File: src/pkg/scscr_pkg.sv
/*
 * Shared constants and types for the serial configuration word of the clock synthesizer.
 * Assumes one 200 MHz system clock and an asynchronous active-high reset in every user.
 */
`default_nettype none

package scscr_pkg;

    ////////////////////////////////////////////////////////////////////////////////
    // Word geometry
    localparam int WORD_BITS = 47;
    localparam int SYNC_STAGES = 2;
    // Pin vector positions into the synchroniser
    localparam int PIN_STROBE = 0;
    localparam int PIN_REQUEST = 1;
    localparam int PIN_READ = 2;
    localparam int PIN_DATA = 3;
    localparam int PIN_LOAD_EN = 4;
    localparam int PIN_COUNT = 5;
    // Word index of serial bits 14..19 (mux select and postscaler)
    localparam int DEGLITCH_LO = 13;
    localparam int DEGLITCH_HI = 18;
    // Post-transfer freeze length in pixel periods
    localparam int FREEZE_PERIODS = 4;

    ////////////////////////////////////////////////////////////////////////////////
    // Field encodings
    localparam logic [1:0] FILTER_EXTERNAL = 2'h0;
    localparam logic [1:0] FILTER_500K = 2'h1;
    localparam logic [1:0] FILTER_1M5 = 2'h2;
    localparam logic [1:0] FILTER_5M = 2'h3;
    localparam logic [1:0] ROUTE_XTAL_HALF = 2'h0;
    localparam logic [1:0] ROUTE_POSTSCALER = 2'h1;
    localparam logic [1:0] ROUTE_PASSTHRU = 2'h2;

    ////////////////////////////////////////////////////////////////////////////////
    // Configuration word: last field is serial bit 1, the first bit shifted in
    typedef struct packed {
        logic [13:0] feedbackDiv;   // Serial bits 34..47
        logic [9:0] refDiv;         // Serial bits 24..33
        logic [3:0] loadDivM1;      // Serial bits 20..23
        logic [3:0] postDivM1;      // Serial bits 16..19
        logic [1:0] clockRoute;     // Serial bits 14..15
        logic vcoReset;             // Bit 13, clamps pump to analog ground
        logic extOscillatorPathOn;  // Bit 12
        logic vcoDisable;           // Bit 11
        logic pumpHighZ;            // Bit 10
        logic pumpInvert;           // Bit 9
        logic pumpLarge;            // Bit 8, 75 uA when set else 25 uA
        logic diffDisable;          // Bit 7
        logic pixelDisable;         // Bit 6
        logic loadDisable;          // Bit 5
        logic [1:0] filterSel;      // Bits 3..4
        logic refExternal;          // Bit 2
        logic largeSwing;           // Bit 1
    } scscr_config_type;

    localparam scscr_config_type CONFIG_RESET = '{
        feedbackDiv: 14'h0078,
        refDiv: 10'h014,
        loadDivM1: 4'h3,
        postDivM1: 4'h3,
        clockRoute: ROUTE_XTAL_HALF,
        vcoReset: 1'b1,
        extOscillatorPathOn: 1'b0,
        vcoDisable: 1'b0,
        pumpHighZ: 1'b0,
        pumpInvert: 1'b0,
        pumpLarge: 1'b0,
        diffDisable: 1'b0,
        pixelDisable: 1'b0,
        loadDisable: 1'b0,
        filterSel: FILTER_EXTERNAL,
        refExternal: 1'b0,
        largeSwing: 1'b0
    };

    typedef enum logic {PH_IDLE, PH_BIT} scscr_phase_type;

endpackage

`default_nettype wire

File: src/hdl/scscr_sync.sv
/*
 * Two-flop synchroniser for a group of asynchronous pin levels.
 * Assumes each pin holds steady for several clocks around any edge the logic cares about.
 */
`timescale 1ns/10ps
`default_nettype none

module scscr_sync #(
    parameter int WIDTH = 1,
    parameter logic [WIDTH-1:0] RESET_VALUE = '0
) (
    input wire logic clock,             // System clock
    input wire logic reset,             // Asynchronous, active high
    input wire logic [WIDTH-1:0] pins,  // Raw pin levels
    output logic [WIDTH-1:0] levels     // Synchronised levels
);

    logic [WIDTH-1:0] stage1_q;
    logic [WIDTH-1:0] stage2_q;

    ////////////////////////////////////////////////////////////////////////////////
    // First stage feeds only the second one, to contain metastability
    always_ff @(posedge clock or posedge reset) begin
        if (reset) begin
            stage1_q <= RESET_VALUE;
            stage2_q <= RESET_VALUE;
        end else begin
            stage1_q <= pins;
            stage2_q <= stage1_q;
        end
    end

    assign levels = stage2_q;

endmodule

`default_nettype wire

File: src/hdl/scscr_top.sv
/*
 * Serial configuration path of the clock synthesizer: shift register, shadow register,
 * read-back, load clock divider with gating, and the pixel clock freeze after retuning.
 * Assumes the host keeps each strobe phase and the data pin steady for at least four
 * system clocks, and that pixelTick is a one-cycle pulse per pixel clock period.
 */
// What this block does
// Host sets request and direction before strobe falls, data at strobe rise.
// Write: host keeps request and direction low for all but the last bit.
// Last write bit with request high shifts in, then loads the shadow register.
// Read: host keeps request low, direction high, except optional first-bit refresh.
// Request on first read bit copies shadow into shift register; shadow unchanged.
// Read bits appear after strobe falls and advance on each strobe rise.
// Multi-bit fields travel least significant bit first.
// Bit 1 picks large or small differential swing; resets small.
// Bit 2 picks crystal or external reference; resets crystal.
// Bits 4..3 pick the loop filter; resets external filter.
// Bit 5 high forces load clock low and stops its counter.
// Load enable pin gates only the load clock output, synchronously.
// Bits 6 and 7 disable pixel and differential outputs; reset enabled.
// Bit 8 picks pump current, small after reset.
// Bit 9 inverts pump polarity; resets normal.
// Bit 10 floats the pump, bit 11 stops the oscillator; both reset enabled.
// Bit 12 enables the external oscillator path; resets off.
// Bit 13 clamps pump to ground; resets high, host clears it.
// Bits 15..14 route crystal half, postscaler or passthrough; reset crystal half.
// Postscaler and load moduli stored minus one; both reset to four.
// Reference divider bits 24..33 binary, resets to 20.
// Feedback divider bits 34..47 binary, resets to 120.
// Changing bits 14..19 freezes pixel outputs for several periods.
`timescale 1ns/10ps
`default_nettype none

module scscr_top #(
    parameter int FREEZE_LEN = scscr_pkg::FREEZE_PERIODS
) (
    input wire logic clock,                      // 200 MHz system clock
    input wire logic reset,                      // Asynchronous, active high
    input wire logic selectStrobe_n,             // Serial strobe pin, active low
    input wire logic transferRequest,            // Transfer request pin
    input wire logic readNotWrite,               // High reads, low writes
    input wire logic dataIn,                     // Data pin, input side
    output logic dataOut,                        // Data pin, output side
    output logic dataOe_n,                       // Data pin enable, low drives
    input wire logic loadClockEnable,            // Load clock gate pin
    input wire logic pixelTick,                  // One pulse per routed clock period
    output scscr_pkg::scscr_config_type configWord,  // Shadow register fields
    output logic loadClockOut,                   // Divided load clock
    output logic pixelFreeze                     // Pixel outputs held while high
);
    import scscr_pkg::*;

    localparam int FREEZE_BITS = $clog2(FREEZE_LEN + 1);
    localparam logic [FREEZE_BITS-1:0] FREEZE_LOAD = FREEZE_BITS'(FREEZE_LEN);

    logic [PIN_COUNT-1:0] pinLevels;
    logic strobeS_n;
    logic requestS;
    logic readS;
    logic dataS;
    logic loadEnableS;
    logic strobeDly_q;
    logic strobeFall;
    logic strobeRise;
    scscr_phase_type phase_q;
    logic readMode_q;
    logic request_q;
    logic [WORD_BITS-1:0] shift_q;
    logic [WORD_BITS-1:0] shiftIn;
    scscr_config_type shadow_q;
    logic dataOeN_q;
    logic writeTransfer;
    logic [3:0] loadCnt_q;
    logic loadToggle_q;
    logic loadGate_q;
    logic loadClock_q;
    logic loadRaw;
    logic [FREEZE_BITS-1:0] freezeCnt_q;
    logic freeze_q;
    logic routeChange;

    // Low count of a divide-by-(m1+1) waveform; odd moduli spend one more count low
    function automatic logic [4:0] lowCount(input logic [3:0] m1);
        logic [4:0] modulus;
        modulus = {1'b0, m1} + 5'h01;
        return modulus - {1'b0, modulus[4:1]};
    endfunction

    ////////////////////////////////////////////////////////////////////////////////
    // Pin synchronisation; strobe and gate pins idle high
    scscr_sync #(
        .WIDTH(PIN_COUNT),
        .RESET_VALUE(5'h11)
    ) u_sync (
        .clock(clock),
        .reset(reset),
        .pins({loadClockEnable, dataIn, readNotWrite, transferRequest, selectStrobe_n}),
        .levels(pinLevels)
    );

    assign strobeS_n = pinLevels[PIN_STROBE];
    assign requestS = pinLevels[PIN_REQUEST];
    assign readS = pinLevels[PIN_READ];
    assign dataS = pinLevels[PIN_DATA];
    assign loadEnableS = pinLevels[PIN_LOAD_EN];

    ////////////////////////////////////////////////////////////////////////////////
    // Strobe edge detection, on the synchronised level only
    always_ff @(posedge clock or posedge reset) begin
        if (reset) begin
            strobeDly_q <= 1'b1;
        end else begin
            strobeDly_q <= strobeS_n;
        end
    end

    assign strobeFall = strobeDly_q & ~strobeS_n;
    assign strobeRise = ~strobeDly_q & strobeS_n;

    ////////////////////////////////////////////////////////////////////////////////
    // Bit cycle: direction and request are frozen at the falling edge
    always_ff @(posedge clock or posedge reset) begin
        if (reset) begin
            phase_q <= PH_IDLE;
            readMode_q <= 1'b0;
            request_q <= 1'b0;
        end else if (strobeFall) begin
            phase_q <= PH_BIT;
            readMode_q <= readS;
            request_q <= requestS;
        end else if (strobeRise) begin
            phase_q <= PH_IDLE;
        end
    end

    // New bit enters at the top, so the first bit sent ends at index 0
    assign shiftIn = {dataS, shift_q[WORD_BITS-1:1]};
    assign writeTransfer = strobeRise && phase_q == PH_BIT && !readMode_q && request_q;

    ////////////////////////////////////////////////////////////////////////////////
    // Shift register; reads rotate so a full read can be repeated harmlessly
    always_ff @(posedge clock or posedge reset) begin
        if (reset) begin
            shift_q <= CONFIG_RESET;
        end else if (strobeFall && readS && requestS) begin
            shift_q <= shadow_q;
        end else if (strobeRise && phase_q == PH_BIT) begin
            if (readMode_q) begin
                shift_q <= {shift_q[0], shift_q[WORD_BITS-1:1]};
            end else begin
                shift_q <= shiftIn;
            end
        end
    end

    ////////////////////////////////////////////////////////////////////////////////
    // Shadow register takes the whole word with the final bit, in one cycle
    always_ff @(posedge clock or posedge reset) begin
        if (reset) begin
            shadow_q <= CONFIG_RESET;
        end else if (writeTransfer) begin
            shadow_q <= scscr_config_type'(shiftIn);
        end
    end

    // Fields reach the analog side straight from the shadow flops
    assign configWord = shadow_q;

    ////////////////////////////////////////////////////////////////////////////////
    // Data pin drive: only in a read bit, released as soon as the strobe rises
    always_ff @(posedge clock or posedge reset) begin
        if (reset) begin
            dataOeN_q <= 1'b1;
        end else if (strobeFall) begin
            dataOeN_q <= ~readS;
        end else if (strobeRise) begin
            dataOeN_q <= 1'b1;
        end
    end

    assign dataOut = shift_q[0];
    assign dataOe_n = dataOeN_q;

    ////////////////////////////////////////////////////////////////////////////////
    // Load divider counts routed periods; disable bit stops it outright
    always_ff @(posedge clock or posedge reset) begin
        if (reset) begin
            loadCnt_q <= 4'h0;
            loadToggle_q <= 1'b0;
        end else if (shadow_q.loadDisable) begin
            loadCnt_q <= 4'h0;
            loadToggle_q <= 1'b0;
        end else if (pixelTick) begin
            // Wraps at once when a smaller modulus arrives, no long run through 15
            loadCnt_q <= (loadCnt_q >= shadow_q.loadDivM1) ? 4'h0 : loadCnt_q + 4'h1;
            loadToggle_q <= ~loadToggle_q;
        end
    end

    // Divide by one follows the tick rate as a toggle
    assign loadRaw = (shadow_q.loadDivM1 == 4'h0) ? loadToggle_q :
        ({1'b0, loadCnt_q} >= lowCount(shadow_q.loadDivM1));

    ////////////////////////////////////////////////////////////////////////////////
    // Gate pin is sampled on every pixel tick, not only at load period ends, so a high phase can be cut short; counter keeps going
    always_ff @(posedge clock or posedge reset) begin
        if (reset) begin
            loadGate_q <= 1'b1;
        end else if (pixelTick) begin
            loadGate_q <= loadEnableS;
        end
    end

    always_ff @(posedge clock or posedge reset) begin
        if (reset) begin
            loadClock_q <= 1'b0;
        end else begin
            loadClock_q <= loadRaw && loadGate_q && !shadow_q.loadDisable;
        end
    end

    assign loadClockOut = loadClock_q;

    ////////////////////////////////////////////////////////////////////////////////
    // Retune freeze; other field changes leave the pixel outputs running
    assign routeChange = writeTransfer &&
        (shiftIn[DEGLITCH_HI:DEGLITCH_LO] != shadow_q[DEGLITCH_HI:DEGLITCH_LO]);

    always_ff @(posedge clock or posedge reset) begin
        if (reset) begin
            freezeCnt_q <= '0;
            freeze_q <= 1'b0;
        end else if (routeChange) begin
            freezeCnt_q <= FREEZE_LOAD;
            freeze_q <= 1'b1;
        end else if (pixelTick && freezeCnt_q != '0) begin
            freezeCnt_q <= freezeCnt_q - 1'b1;
            freeze_q <= (freezeCnt_q != FREEZE_BITS'(1));
        end
    end

    assign pixelFreeze = freeze_q;
endmodule

`default_nettype wire

File: config.mk
export PLATFORM = sky130hd
export DESIGN_NAME = scscr_top
export DESIGN_NICKNAME = d
export VERILOG_FILES = /design/src/pkg/scscr_pkg.sv /design/src/hdl/scscr_sync.sv /design/src/hdl/scscr_top.sv
export SDC_FILE = /design/constraint.sdc
export NUM_CORES = 1
export LEC_CHECK = 0
export ABC_CLOCK_PERIOD_IN_PS = 4600
export BUFFER_PORTS_ARGS = -buffer_cell sky130_fd_sc_hd__buf_2
export CORE_MARGIN = 4
export CORE_UTILIZATION = 58
export DETAILED_ROUTE_END_ITERATION = 10
export GPL_TIMING_DRIVEN = 0
export PLACE_DENSITY = 0.88
export RECOVER_POWER = 25
export SYNTH_ARGS = -nofsm -noshare
export SYNTH_HDL_FRONTEND = slang
export SYNTH_SLANG_ARGS = --single-unit
File: constraint.sdc
create_clock -name clock -period 4.6 [get_ports clock]
set_clock_uncertainty 0.1 [all_clocks]
set_input_delay 0.46 -clock clock [delete_from_list [all_inputs] [get_ports clock]]
set_output_delay 0.46 -clock clock [all_outputs]
set_load 0.01 [all_outputs]
==> qor.csv <==
stage;metric;value;unit
status;outcome;complete, but fails checks;
status;violations;max-capacitance violations, max-slew violations;
worst_setup_path;crit_slowest_cell;dfstp_2;
floorplan;pin_count;59;
timing;setup_viol;0;
cts;ctsResizeCount;0;
timing;relSlewSlack;-33.2;%
timing;period_share;64.7;%
routing;first_pass_iters;5;
routing;antenna_left;0;
synthesis;synth_edf_count;0;
cells_and_area;syn_to_final_growth;20.2;%
power;power_density;405;nW/µm²
timing;maxSlewViolCount;45;
cells_and_area;seq_area;3040;µm²
cts;cts.clk_slew.worst_paths;60;ps
cells_and_area;fin_util;73.2;%
cells_and_area;drive_gt1_share;35.3;%
global_route;grt_pass1_vias;4092;
synthesis;synthCells;442;
cells_and_area;fill_cells;577;
cts;clock_latency;520;ps
routing;wl_per_cell;17.9;µm
worst_setup_path;crit_path_frequent_cell;ha_1;
worst_setup_path;arrival;3280;ps
global_route;grt_overflow;0;
floorplan;die_w;105;µm
power;leakagePower;3.42;nW
placement;io_buffers;58;
floorplan;dieArea;10900;µm²
synthesis;ys.flop_type;dfrtp_1;
timing;hold_slack;166;ps
routing;drt-initial-drc-count;187;
power;power;2.63;mW
timing;rsz0062_at_grt;false;
cts;post_cts_buffers;0;
global_route;grt_pass1_wl;19.7;mm
worst_setup_path;crit_type;flip-flop to flip-flop;
cells_and_area;multi_input_area;2210;µm²
power;max-vdd-ir-drop;0.272;mV
worst_hold_path;hold_class;primary input to flip-flop;
global_route;antenna_found_initial;0;
placement;placed_cell_area;5870;µm²
routing;drcViolationCount;0;
cells_and_area;antenna-diode-count;0;
timing;fmax;0.336;GHz
global_route;grt_start_max_net_pins;77;
floorplan;initial_utilization;60.8;%
worst_setup_path;rrSetupSlack;1620;ps
cells_and_area;nets;555;
cts;htreeDepth;4;
global_route;gr-usage-all-layers;22.4;%
cts;cts_tree;yes;
worst_setup_path;start_kind;flip-flop;
worst_setup_path;crit_chain;ha_1 > xor2_2 > inv_1 > ha_1 > nor2b_1 > nor2_1 > xor2_1 > ha_1 > o21ai_0 > a21oi_1 > o21a_1 > o21ai_0 > o21ai_1;
synthesis;yosys_register_bits;120;
synthesis;syn_area;5410;µm²
routing;finalWirelength;11.6;mm
timing;hold_viol_final;0;
floorplan;core-area;8890;µm²
worst_setup_path;cp_max_fo;10;
synthesis;yosys.cell_types.count;40;
cts;cts_hold_buf;6;
placement;dp_hpwl;7.48;mm
synthesis;avgSynthCellArea;12.2;µm²
cts;clockBufferDepth;2;
cts;clock_sinks;120;
timing;finalSetupTns;0;ps
floorplan;die_height;105;µm
routing;dr_total_vias;3701;
worst_setup_path;worst-path-buf-inv;1;
cts;cts_root_buf;clkbuf_8;
floorplan;core.rowCount;34;
routing;via_per_inst;5.72;
placement;gp_congestion;0.776;
worst_setup_path;cp-end-kind;flip-flop;
timing;tightest_slew;1990;ps
cells_and_area;final_cell_area;6500;µm²
job;maxCapViolCount;1;
timing;final.min_clock_period;2980;ps
synthesis;syn_nets;471;
synthesis;yosysWarningCount;0;
worst_setup_path;critPathTopFamily;adder cells;
cts;numCtsBuffers;17;
worst_setup_path;cp_slowest_stage_delay;630;ps
synthesis;async_flop_share;100;%
synthesis;yosysSeqAreaShare;56.2;%
worst_setup_path;cp.required;4910;ps
cells by family after synthesis:
kind of cell | after synthesis | synth area share (%)
AOI/OAI and AO/OA | 72 | 7.61
xor gates and xnor gates | 14 | 2.41
adders and majority gates | 21 | 4.86
buffers and inverters | 37 | 3.03
DFF | 120 | 56.2
muxes | 99 | 19.5
and+or+nand+nor | 79 | 6.41
per-stage QoR:
step | setup WS [ps] | std cells
CTS | 1620 | 647
finish | 1620 | 647
global route | 1420 | 647
global placement | -211 | 608
floorplan | 902 | 442
detailed placement | 1630 | 609
registers in the layout, summed over array words and instances (netlist names), 3 cells and up:
name	count
loadCnt_q	4
configWord	47
freezeCnt_q	3
shift_q	47
u_sync.levels	5
u_sync.stage1_q	5
routing by layer:
layer,share of wire [%],routed length [µm],up-vias,track usage [%]
li1,-,-,1713,-
met1,42,4860,1861,26.5
met2,51,5880,95,38.3
met3,4.7,548,32,6.72
met4,2.7,310,0,9.28
met5,0,0,-,0
path summary, 6_finish.rpt:
check                                   startpoint                to  depth (start not counted)
worst max-delay path                configWord[19]      loadClockOut                         13
worst min-delay path                     pixelTick      loadToggle_q                          3
worst max register to register      configWord[19]      loadClockOut                         13
worst min register to register  u_sync.stage1_q[4]  u_sync.levels[4]                          0
max in group asynchronous                    reset    configWord[16]                          4
min in group asynchronous                    reset    configWord[35]                          3
report_power, final:
part / leakage (nW) / internal, mW / switching [mW]
Combinational: 1.61 / 0.0784 / 0.103
Clock: 0.274 / 0.782 / 0.519
Sequential: 1.53 / 1.11 / 0.0372
cell type report:
| class | count | area share, % |
|---|---|---|
| well taps | 108 | 2.08 |
| plain buffers | 21 | 1.60 |
| repair buffers | 65 | 5.79 |
| clock inverters | 15 | 2.58 |
| multi-input cells | 285 | 33.9 |
| clock buffers | 17 | 6.37 |
| flip-flops and latches | 120 | 46.7 |
| inverters | 16 | 0.942 |
cells in the mapped netlist, types with 7 or more instances:
cell / instances / area share [%]
o21ai_0: 53 / 4.9
nand2_1: 54 / 3.7
xor2_1: 7 / 1.1
buf_2: 11 / 1.0
nor2_1: 8 / 0.56
mux2_2: 52 / 11
mux2i_1: 47 / 8.7
dfrtp_1: 91 / 42
ha_1: 21 / 4.9
clkbuf_1: 7 / 0.49
inv_1: 16 / 1.1
dfstp_2: 29 / 14
worst reg2reg max path, stage by stage (launching register included):
cell,delay [ps]
dfstp_2,630
ha_1,240
xor2_2,210
inv_1,100
ha_1,280
nor2b_1,270
nor2_1,90
xor2_1,150
ha_1,260
o21ai_0,80
a21oi_1,70
o21a_1,160
o21ai_0,140
o21ai_1,80
layout by cell type, fill, tap and decap left out, drive strengths merged, types with 3 or more instances in the layout:
master and instances:
dfrtp 91, nor2b 3, a211oi 3, clkinvlp 5
mux2i 47, nand2 54, dfstp 29, ha 21
o21ai 54, xnor2 6, mux2 52, xor2 8
dlygate4sd3 6, nand3 3, buf 72, clkinv 3
clkbuf 25, a21oi 4, nor2 8, inv 21
No activity file was read; power rests on OpenSTA's default activity.
